**config.mk**
```make
export PLATFORM = sky130hd
export DESIGN_NAME = spi_audio_error_control
export DESIGN_NICKNAME = d
export VERILOG_FILES = /design/src/rtl/spi_audio_pkg.sv /design/src/rtl/spi_audio_error_control.sv
export SDC_FILE = /design/constraint.sdc
export NUM_CORES = 1
export LEC_CHECK = 0
export BUFFER_PORTS_ARGS = -buffer_cell sky130_fd_sc_hd__buf_4
export CAP_MARGIN = 20
export CORE_MARGIN = 2
export CORE_UTILIZATION = 55
export DETAILED_ROUTE_END_ITERATION = 8
export GPL_TIMING_DRIVEN = 0
export PLACE_DENSITY = 0.77
export SYNTH_ARGS = -nofsm -noshare
export SYNTH_HDL_FRONTEND = slang
export SYNTH_SLANG_ARGS = --single-unit
```
**constraint.sdc**
```tcl
create_clock -name clk -period 2.88 [get_ports clk]
set_input_delay 0.288 -clock clk [delete_from_list [all_inputs] [get_ports clk]]
set_output_delay 0.288 -clock clk [all_outputs]
set_load 0.05 [all_outputs]
```
**src/rtl/spi_audio_pkg.sv**
```systemverilog
/*
  Constants, register map and types of the serial audio error-control block.
  Assumes a 32-bit APB master and a single 100 MHz peripheral clock.
*/
`default_nettype none

package spi_audio_pkg;

  // ----------------------------------------------------------------
  // widths
  // ----------------------------------------------------------------
  localparam int unsigned DATA_W = 32;
  localparam int unsigned ADDR_W = 8;
  localparam int unsigned WORD_W = 16;
  localparam int unsigned CNT_W  = 4;
  localparam int unsigned EVT_W  = 3;
  localparam logic [CNT_W-1:0] LAST_BIT = 4'hF;

  // ----------------------------------------------------------------
  // register byte offsets
  // ----------------------------------------------------------------
  localparam logic [ADDR_W-1:0] AUDIO_CTRL_OFS  = 8'h00;
  localparam logic [ADDR_W-1:0] MODULE_CTRL_OFS = 8'h04;
  localparam logic [ADDR_W-1:0] STATUS_OFS      = 8'h08;
  localparam logic [ADDR_W-1:0] MASK_OFS        = 8'h0C;
  localparam logic [ADDR_W-1:0] TX_DATA_OFS     = 8'h10;
  localparam logic [ADDR_W-1:0] RX_DATA_OFS     = 8'h14;

  // ----------------------------------------------------------------
  // serial_audio_control fields
  // ----------------------------------------------------------------
  localparam int unsigned SIGN_EXT_BIT = 15;
  localparam int unsigned FE_EN_BIT    = 12;
  localparam int unsigned OV_EN_BIT    = 11;
  localparam int unsigned UR_EN_BIT    = 10;
  localparam int unsigned IGN_OV_BIT   = 9;
  localparam int unsigned IGN_UR_BIT   = 8;
  localparam int unsigned AUD_EN_BIT   = 7;
  localparam int unsigned MONO_BIT     = 3;
  localparam int unsigned MODE_LSB     = 0;
  localparam logic [WORD_W-1:0] AUDIO_FREE_MASK = 16'h9F00;
  localparam logic [WORD_W-1:0] AUDIO_LOCK_MASK = 16'h008B;
  localparam logic [WORD_W-1:0] AUDIO_CTRL_RST  = 16'h0000;

  // ----------------------------------------------------------------
  // module control and status fields
  // ----------------------------------------------------------------
  localparam int unsigned MODULE_EN_BIT = 0;
  localparam int unsigned RX_FULL_BIT   = 8;
  localparam int unsigned TX_FULL_BIT   = 9;
  localparam int unsigned HALTED_BIT    = 10;
  localparam int unsigned EVT_FE        = 0;
  localparam int unsigned EVT_OV        = 1;
  localparam int unsigned EVT_UR        = 2;
  localparam logic [EVT_W-1:0] EVT_RST  = 3'h0;

  // ----------------------------------------------------------------
  // types
  // ----------------------------------------------------------------
  typedef enum logic [1:0] {
    MODE_I2S   = 2'b00,
    MODE_LEFT  = 2'b01,
    MODE_RIGHT = 2'b10,
    MODE_PCM   = 2'b11
  } audio_mode_e;

  typedef enum logic [1:0] {
    LINK_IDLE  = 2'b00,
    LINK_DELAY = 2'b01,
    LINK_SHIFT = 2'b11
  } link_state_e;

endpackage

`default_nettype wire

```
**src/rtl/spi_audio_error_control.sv**
```systemverilog
/*
  Serial audio / SPI slave with error-control register, APB slave, sticky
  event status with mask and interrupt, one-word receive and transmit buffers.
  Assumes sck, frame_sel and sdi come from outside the clk domain and are far
  slower than clk; frame_sel is slave select (low active) in plain SPI mode and
  word select / frame sync in audio mode.
*/
// Decided for this implementation: register access over APB and the placing of the registers.
// Function
// - sign setting one: receive word read back sign-extended to 32 bits
// - frame error raises error event only while its enable is one
// - receive overflow raises error event only while its enable is one
// - transmit underrun raises error event only while its enable is one
// - ignore-overflow one: overflow not critical, held receive word kept
// - ignore-overflow zero: overflow halts serial operation
// - ignore-underrun one: underrun not critical, zero words shifted out
// - ignore-underrun zero: underrun halts serial operation
// - audio enable selects audio framing, else plain SPI framing
// - mono: each transmit word sent in left and right slots
// - protocol select: 11 PCM, 10 right, 01 left justified, 00 I2S
// - audio enable, mono, protocol fields writable only while module disabled
// - mono and protocol select ignored unless audio enabled
// - unimplemented control bits and upper half read as zero
`timescale 1ns/1ns
`default_nettype none

module spi_audio_error_control (
  input  wire logic        clk,
  input  wire logic        rst_b,
  input  wire logic        psel,
  input  wire logic        penable,
  input  wire logic        pwrite,
  input  wire logic [7:0]  paddr,
  input  wire logic [31:0] pwdata,
  output var  logic [31:0] prdata,
  output var  logic        pready,
  output var  logic        pslverr,
  input  wire logic        sck,
  input  wire logic        frame_sel,
  input  wire logic        sdi,
  output var  logic        sdo,
  output var  logic        irq,
  output var  logic        error_event
);

  // ----------------------------------------------------------------
  // state
  // ----------------------------------------------------------------
  logic [15:0]                 ctrl_r;
  logic                        module_en_r;
  logic [2:0]                  status_r;
  logic [2:0]                  mask_r;
  logic [15:0]                 tx_buf_r;
  logic                        tx_full_r;
  logic [15:0]                 rx_buf_r;
  logic                        rx_full_r;
  logic [15:0]                 mono_word_r;
  logic                        halted_r;
  spi_audio_pkg::link_state_e  state_r;
  spi_audio_pkg::link_state_e  state_nxt;
  logic [3:0]                  bit_cnt_r;
  logic [15:0]                 rx_shift_r;
  logic [15:0]                 tx_shift_r;
  logic                        shift_pend_r;
  logic                        slot_r;
  logic [2:0]                  sck_q;
  logic [2:0]                  fs_q;
  logic [1:0]                  sdi_q;
  logic [31:0]                 prdata_r;
  logic                        irq_r;
  logic                        error_event_r;

  // ----------------------------------------------------------------
  // apb decode
  // ----------------------------------------------------------------
  wire apb_setup  = psel & ~penable;
  wire apb_access = psel & penable;
  wire apb_wr     = apb_access & pwrite;
  wire apb_rd     = apb_access & ~pwrite;
  wire hit_audio  = paddr == spi_audio_pkg::AUDIO_CTRL_OFS;
  wire hit_module = paddr == spi_audio_pkg::MODULE_CTRL_OFS;
  wire hit_status = paddr == spi_audio_pkg::STATUS_OFS;
  wire hit_mask   = paddr == spi_audio_pkg::MASK_OFS;
  wire hit_tx     = paddr == spi_audio_pkg::TX_DATA_OFS;
  wire hit_rx     = paddr == spi_audio_pkg::RX_DATA_OFS;
  wire mapped     = hit_audio | hit_module | hit_status | hit_mask | hit_tx | hit_rx;
  wire rx_pop     = apb_rd & hit_rx;
  wire tx_push    = apb_wr & hit_tx;

  // locked audio fields take writes only while the module is off
  wire [15:0] ctrl_wmask = module_en_r ? spi_audio_pkg::AUDIO_FREE_MASK
                                       : (spi_audio_pkg::AUDIO_FREE_MASK | spi_audio_pkg::AUDIO_LOCK_MASK);
  wire [15:0] ctrl_nxt   = (apb_wr & hit_audio) ? ((ctrl_r & ~ctrl_wmask) | (pwdata[15:0] & ctrl_wmask)) : ctrl_r;

  // ----------------------------------------------------------------
  // control fields
  // ----------------------------------------------------------------
  wire aud_en     = ctrl_r[spi_audio_pkg::AUD_EN_BIT];
  wire mono_eff   = aud_en & ctrl_r[spi_audio_pkg::MONO_BIT];
  wire [1:0] mode_sel = ctrl_r[spi_audio_pkg::MODE_LSB +: 2];
  wire mode_pcm   = aud_en & (mode_sel == spi_audio_pkg::MODE_PCM);
  wire mode_i2s   = aud_en & (mode_sel == spi_audio_pkg::MODE_I2S);
  wire sign_ext   = ctrl_r[spi_audio_pkg::SIGN_EXT_BIT];
  wire ign_ov     = ctrl_r[spi_audio_pkg::IGN_OV_BIT];
  wire ign_ur     = ctrl_r[spi_audio_pkg::IGN_UR_BIT];
  wire [2:0] evt_en = {ctrl_r[spi_audio_pkg::UR_EN_BIT], ctrl_r[spi_audio_pkg::OV_EN_BIT],
                       ctrl_r[spi_audio_pkg::FE_EN_BIT]};

  // ----------------------------------------------------------------
  // link edges and framing
  // ----------------------------------------------------------------
  wire sck_rise = sck_q[1] & ~sck_q[2];
  wire sck_fall = ~sck_q[1] & sck_q[2];
  wire fs_rise  = fs_q[1] & ~fs_q[2];
  wire fs_fall  = ~fs_q[1] & fs_q[2];
  wire fs_level = fs_q[1];
  wire running  = module_en_r & ~halted_r;
  wire start_edge = aud_en ? (mode_pcm ? fs_rise : (fs_rise | fs_fall)) : fs_fall;
  wire start_ev   = running & start_edge;
  wire word_done  = (state_r == spi_audio_pkg::LINK_SHIFT) & sck_rise & (bit_cnt_r == spi_audio_pkg::LAST_BIT);
  // pcm: right slot follows the left one once, then wait for the next sync
  wire restart    = running & word_done & (aud_en ? (mode_pcm & ~slot_r) : ~fs_level);
  wire load       = start_ev | restart;
  // slot: 0 left, 1 right; pcm carries both slots after one sync pulse
  wire load_slot  = start_ev ? (aud_en & ~mode_pcm & fs_level) : aud_en;
  wire reuse      = mono_eff & load_slot;
  wire tx_avail   = reuse | tx_full_r;
  wire tx_pop     = load & ~reuse & tx_full_r;
  wire [15:0] load_word = reuse ? mono_word_r : (tx_full_r ? tx_buf_r : 16'h0000);
  wire [15:0] rx_word   = {rx_shift_r[14:0], sdi_q[1]};

  // ----------------------------------------------------------------
  // error sources
  // ----------------------------------------------------------------
  // only a word with bits already shifted can be cut short
  wire busy  = (state_r != spi_audio_pkg::LINK_IDLE) & (bit_cnt_r != 4'h0);
  wire fe_ev = running & busy & ~word_done & (aud_en ? start_edge : fs_rise);
  wire ov_ev = running & word_done & rx_full_r;
  wire ur_ev = load & ~tx_avail;
  wire halt_now = (ov_ev & ~ign_ov) | (ur_ev & ~ign_ur);
  wire [2:0] evt = {ur_ev, ov_ev, fe_ev};
  wire evt_gated = |(evt & evt_en);
  wire [2:0] status_clr = (apb_wr & hit_status) ? pwdata[2:0] : 3'h0;

  // ----------------------------------------------------------------
  // read mux
  // ----------------------------------------------------------------
  wire [31:0] rx_ext = sign_ext ? {{16{rx_buf_r[15]}}, rx_buf_r} : {16'h0000, rx_buf_r};
  wire [31:0] module_rd = {21'h000000, halted_r, tx_full_r, rx_full_r, 7'h00, module_en_r};
  wire [31:0] read_mux =
    hit_audio  ? {16'h0000, ctrl_r} :
    hit_module ? module_rd :
    hit_status ? {29'h00000000, status_r} :
    hit_mask   ? {29'h00000000, mask_r} :
    hit_tx     ? {16'h0000, tx_buf_r} :
    hit_rx     ? rx_ext : 32'h00000000;

  assign prdata      = prdata_r;
  assign pready      = 1'b1;
  assign pslverr     = apb_access & ~mapped;
  assign sdo         = tx_shift_r[15];
  assign irq         = irq_r;
  assign error_event = error_event_r;

  // ----------------------------------------------------------------
  // link state machine
  // ----------------------------------------------------------------
  always_comb
  begin
    state_nxt = state_r;
    if (~running | halt_now)
      state_nxt = spi_audio_pkg::LINK_IDLE;
    else if (load)
      state_nxt = (start_ev & mode_i2s) ? spi_audio_pkg::LINK_DELAY : spi_audio_pkg::LINK_SHIFT;
    else if (~aud_en & fs_rise)
      state_nxt = spi_audio_pkg::LINK_IDLE;
    else
    begin
      unique case (state_r)
        spi_audio_pkg::LINK_IDLE:  state_nxt = spi_audio_pkg::LINK_IDLE;
        spi_audio_pkg::LINK_DELAY: if (sck_rise) state_nxt = spi_audio_pkg::LINK_SHIFT;
        spi_audio_pkg::LINK_SHIFT: if (word_done) state_nxt = spi_audio_pkg::LINK_IDLE;
        default:                   state_nxt = spi_audio_pkg::LINK_IDLE;
      endcase
    end
  end

  // ----------------------------------------------------------------
  // synchronisers
  // ----------------------------------------------------------------
  always_ff @(posedge clk)
  begin
    if (!rst_b)
    begin
      sck_q <= 3'h0;
      fs_q  <= 3'h7;
      sdi_q <= 2'h0;
    end
    else
    begin
      sck_q <= {sck_q[1:0], sck};
      fs_q  <= {fs_q[1:0], frame_sel};
      sdi_q <= {sdi_q[0], sdi};
    end
  end

  // ----------------------------------------------------------------
  // registers
  // ----------------------------------------------------------------
  always_ff @(posedge clk)
  begin
    if (!rst_b)
    begin
      ctrl_r      <= spi_audio_pkg::AUDIO_CTRL_RST;
      module_en_r <= 1'b0;
      mask_r      <= spi_audio_pkg::EVT_RST;
      status_r    <= spi_audio_pkg::EVT_RST;
    end
    else
    begin
      ctrl_r      <= ctrl_nxt;
      module_en_r <= (apb_wr & hit_module) ? pwdata[spi_audio_pkg::MODULE_EN_BIT] : module_en_r;
      mask_r      <= (apb_wr & hit_mask) ? pwdata[2:0] : mask_r;
      status_r    <= evt | (status_r & ~status_clr);
    end
  end

  always_ff @(posedge clk)
  begin
    if (!rst_b)
    begin
      prdata_r      <= 32'h00000000;
      irq_r         <= 1'b0;
      error_event_r <= 1'b0;
      halted_r      <= 1'b0;
    end
    else
    begin
      prdata_r      <= apb_setup ? read_mux : prdata_r;
      irq_r         <= |(status_r & mask_r);
      error_event_r <= evt_gated;
      halted_r      <= module_en_r & (halted_r | halt_now);
    end
  end

  // ----------------------------------------------------------------
  // buffers
  // ----------------------------------------------------------------
  always_ff @(posedge clk)
  begin
    if (!rst_b)
    begin
      tx_buf_r    <= 16'h0000;
      tx_full_r   <= 1'b0;
      rx_buf_r    <= 16'h0000;
      rx_full_r   <= 1'b0;
      mono_word_r <= 16'h0000;
      slot_r      <= 1'b0;
    end
    else
    begin
      tx_buf_r    <= tx_push ? pwdata[15:0] : tx_buf_r;
      tx_full_r   <= tx_push | (tx_full_r & ~tx_pop);
      // held word is never overwritten while full
      rx_buf_r    <= (word_done & running & ~rx_full_r) ? rx_word : rx_buf_r;
      rx_full_r   <= (word_done & running & ~rx_full_r) | (rx_full_r & ~rx_pop);
      mono_word_r <= (load & ~reuse) ? load_word : mono_word_r;
      slot_r      <= load ? load_slot : slot_r;
    end
  end

  // ----------------------------------------------------------------
  // shifter
  // ----------------------------------------------------------------
  always_ff @(posedge clk)
  begin
    if (!rst_b)
    begin
      state_r      <= spi_audio_pkg::LINK_IDLE;
      bit_cnt_r    <= 4'h0;
      rx_shift_r   <= 16'h0000;
      tx_shift_r   <= 16'h0000;
      shift_pend_r <= 1'b0;
    end
    else
    begin
      state_r <= state_nxt;
      if (load)
      begin
        bit_cnt_r    <= 4'h0;
        tx_shift_r   <= load_word;
        shift_pend_r <= 1'b0;
      end
      else if ((state_r == spi_audio_pkg::LINK_SHIFT) & sck_rise)
      begin
        bit_cnt_r    <= bit_cnt_r + 4'h1;
        rx_shift_r   <= rx_word;
        shift_pend_r <= 1'b1;
      end
      else if (sck_fall & shift_pend_r)
      begin
        tx_shift_r   <= {tx_shift_r[14:0], 1'b0};
        shift_pend_r <= 1'b0;
      end
    end
  end
endmodule

`default_nettype wire

```
==> metrics.cfg <==
[clocking]
cts_resized = 0
root_buffer = clkbuf_8
cts_buffers = 17
cts.path.max_buffers = 2
clk_pin_slew_worst_paths_ns = 0.06
htree_levels = 4
cts.sinks = 134
tritoncts = built
insertion_delay_ns = 0.53

[sta]
slew_headroom_pct = 31.3
setup_slack_ns = 0.238
rsz0062_at_grt = no
whs_ns = 0.0312
period_needed_ns = 2.64
worst_pin_slew_ns = 1.02
min_period_over_period_pct = 91.7
fin_skew_ns = 0.00988
fin_setup_tns_ns = 0
slew_viol_final = 0
fmax_mhz = 379
final-setup-viol-count = 0
finalHoldViolCount = 0

[cells_and_area]
design_area_um2 = 7260
area_growth_pct = 21.2
final_nets = 826
final_common_cell = nand2_1
drive_gt1_share_pct = 16.9
layout_common_cells = nand2_1, dfxtp_1, buf_4
diodes = 0
nFillCells = 927
fin_cells = 925

[global_route]
grt_pass1_vias = 5099
grt_max_degree = 18
top_usage_layer = met2
use_met3_pct = 7.72
grt_use_met1_pct = 39.6
globalRouteMet2Util_pct = 45.9
grt_overflow = 0
grt_pass1_wl_um = 26400
grt_usage_pct = 29.5
antenna_found_initial = 0

[floorplanning]
io_pins = 85
start_util_pct = 55.7
core_region_area_um2 = 10700
num_rows = 38
die_h_um = 108
die-area_um2 = 11700
dieWidth_um = 108

[yosys]
synthXorXnorAreaFrac_pct = 0.292
seq_area_frac_synth_pct = 44.8
syn_nets = 738
synth_fa_ha_area_share_pct = 0.836
synth-async-reset-ratio_pct = 0
synth_edf_count = 0
synth.cell_area_um2 = 5990
yosys_register_bits = 134
synthFlopType = dfxtp_1
synth_compound_area_share_pct = 21.5
synthSimpleGateAreaFrac_pct = 20.6
synth_cell_types = 62
syn_area_per_cell_um2 = 8.73
synthMuxAreaShare_pct = 5.70
synth_top_family_by_area = compound AO/OA/AOI/OAI gates
ys_warn_count = 0
syn_inst = 686

[critical_path]
r2r_cells = 8
critical-path-max-stage-delay_ns = 0.50
timing.rr.start = fs_q[1]$_SDFF_PN1_
critPathKind = register to register
start_kind = register
critPathBufInv = 3
r2r_end = rx_shift_r[12]$_SDFFE_PN0P_
cp_common_cell = inv_1
cp-end-kind = register
crit_chain = inv_1 -> ha_1 -> inv_1 -> a221oi_2 -> a21oi_2 -> nor2_2 -> buf_4 -> mux2i_1
cp_slowest_cell = a221oi_2
critPathArrivalTime_ns = 3.10
cp.required_ns = 3.33
crit_fanout = 10
path_delay_family = compound AO/OA/AOI/OAI gates
reg2reg_setup_slack_ns = 0.24

[placed_design]
port_buffers = 65
dp.cells = 891
place.gp.congestion = 0.930
placed_area_um2 = 6650
pre_cts_ws_ns = 0.278
dp_hpwl_um = 11900

[routing]
drc_errors = 0
wl_per_cell_um = 18.0
via_per_inst = 5.94
num_vias = 5492
first_iter_violations = 542
final_antenna_net_count = 0
drt-total-wl_um = 16700
drt_pass1_iterations = 5

[min_path]
hold_depth = 3
hold_start = pwdata[14]
min_path_type = primary input to register
hold_end = tx_buf_r[14]$_SDFFE_PN0P_

[power]
leakage_nw = 2.68
vdd_drop_max_mv = 0.467
p_per_area_nw_per_um2 = 578

[job]
maxCapViolCount = 0

[outcome]
status = completed

[synthesized netlist by cell type, types with 5 or more instances]
library cell | number | area share, %
nand3_1 | 10 | 0.84
buf_4 | 19 | 2.4
nor2b_1 | 17 | 1.8
a221oi_1 | 6 | 0.88
o21a_1 | 5 | 0.63
inv_1 | 18 | 1.1
nor2_1 | 22 | 1.4
a22o_1 | 16 | 2.3
o21ai_0 | 20 | 1.7
a21boi_0 | 44 | 5.5
mux2i_1 | 33 | 5.5
nand2b_1 | 5 | 0.52
nand4_1 | 6 | 0.63
nand2_1 | 147 | 9.2
clkbuf_1 | 33 | 2.1
o31ai_1 | 15 | 1.9
dfxtp_1 | 134 | 45
a21oi_1 | 30 | 2.5
buf_2 | 8 | 0.67
and2_1 | 7 | 0.73
o2bb2ai_1 | 15 | 2.2
a31oi_1 | 5 | 0.52
nor3b_1 | 7 | 0.88
[sequential cells by signal (all words and copies together), names as in the netlist, 2 cells and up, named ones only]
| signal | count |
|---|---|
| prdata | 17 |
| mono_word_r | 16 |
| rx_buf_r | 16 |
| tx_buf_r | 16 |
| tx_shift_r | 16 |
| rx_shift_r | 15 |
| ctrl_r | 6 |
| bit_cnt_r | 4 |
| fs_q | 3 |
| mask_r | 3 |
| sck_q | 3 |
| status_r | 3 |
| sdi_q | 2 |
| state_r | 2 |
[final cells by class]
type	instances	area (µm²)	area share (%)
multi-input combinational	474	2930	40.4
sequential	134	2680	37.0
timing repair buffer	69	526	7.24
clock buffer	21	439	6.05
buffer	60	307	4.22
tap	140	175	2.41
clock inverter	9	129	1.78
inverter	18	67.6	0.931
[metal layers]
metal	vias up	share of wire (%)
met5	-	0
met4	0	2.7
met3	38	6.9
met2	220	46
met1	2664	44
li1	2570	-
[worst max-delay path by stage]
stage | from | endpoint | slack, ns | cells past startpoint
floorplan | fs_q[1]$_SDFF_PN1_ | mono_word_r[10]$_SDFFE_PN0P_ | 0.75 | 8
global placement | paddr[3] | tx_buf_r[13]$_SDFFE_PN0P_ | 0.33 | 7
detailed placement | paddr[3] | tx_buf_r[6]$_SDFFE_PN0P_ | 0.28 | 7
CTS | fs_q[1]$_SDFF_PN1_ | rx_shift_r[12]$_SDFFE_PN0P_ | 0.23 | 8
global route | sck_q[1]$_SDFF_PN0_ | rx_buf_r[2]$_SDFFE_PN0P_ | 0.02 | 5
finish | fs_q[1]$_SDFF_PN1_ | rx_shift_r[12]$_SDFFE_PN0P_ | 0.24 | 8
[logic make-up after synthesis]
logic type                 count (synthesis)
muxes                                     34
AOI/OAI and AO/OA                        179
and+or+nand+nor                          254
other                                      1
xor gates and xnor gates                   2
buffers and inverters                     78
DFF                                      134
adders and majority gates                  4
[power breakdown]
group,total [mW],switching [mW],leakage (nW),internal [mW]
clock network,2.10,0.775,0.274,1.33
logic,0.217,0.136,1.33,0.0807
registers,1.88,0.00803,1.08,1.87
[tightest hold or removal path, delay by kind of cell]
kind	cells	cell delay, ns
buf+inv	1	0.11
compound gates	1	0.07
simple gates	1	0.04
[stage by stage]
step	power, mW	utilization [%]
3_3_place_gp	2.12	61.9
6_report	4.20	67.5
5_1_grt	4.32	67.5
2_1_floorplan	2.03	-
4_1_cts	4.21	67.5
3_5_place_dp	2.13	61.9
[repair_timing]
action	4_1_cts	5_1_grt
setup endpoints to repair	0	0
hold buffers	3	0
endpoints found under the hold margin	3	0
setup buffers	0	0
Power figures use the tool's default switching activity.
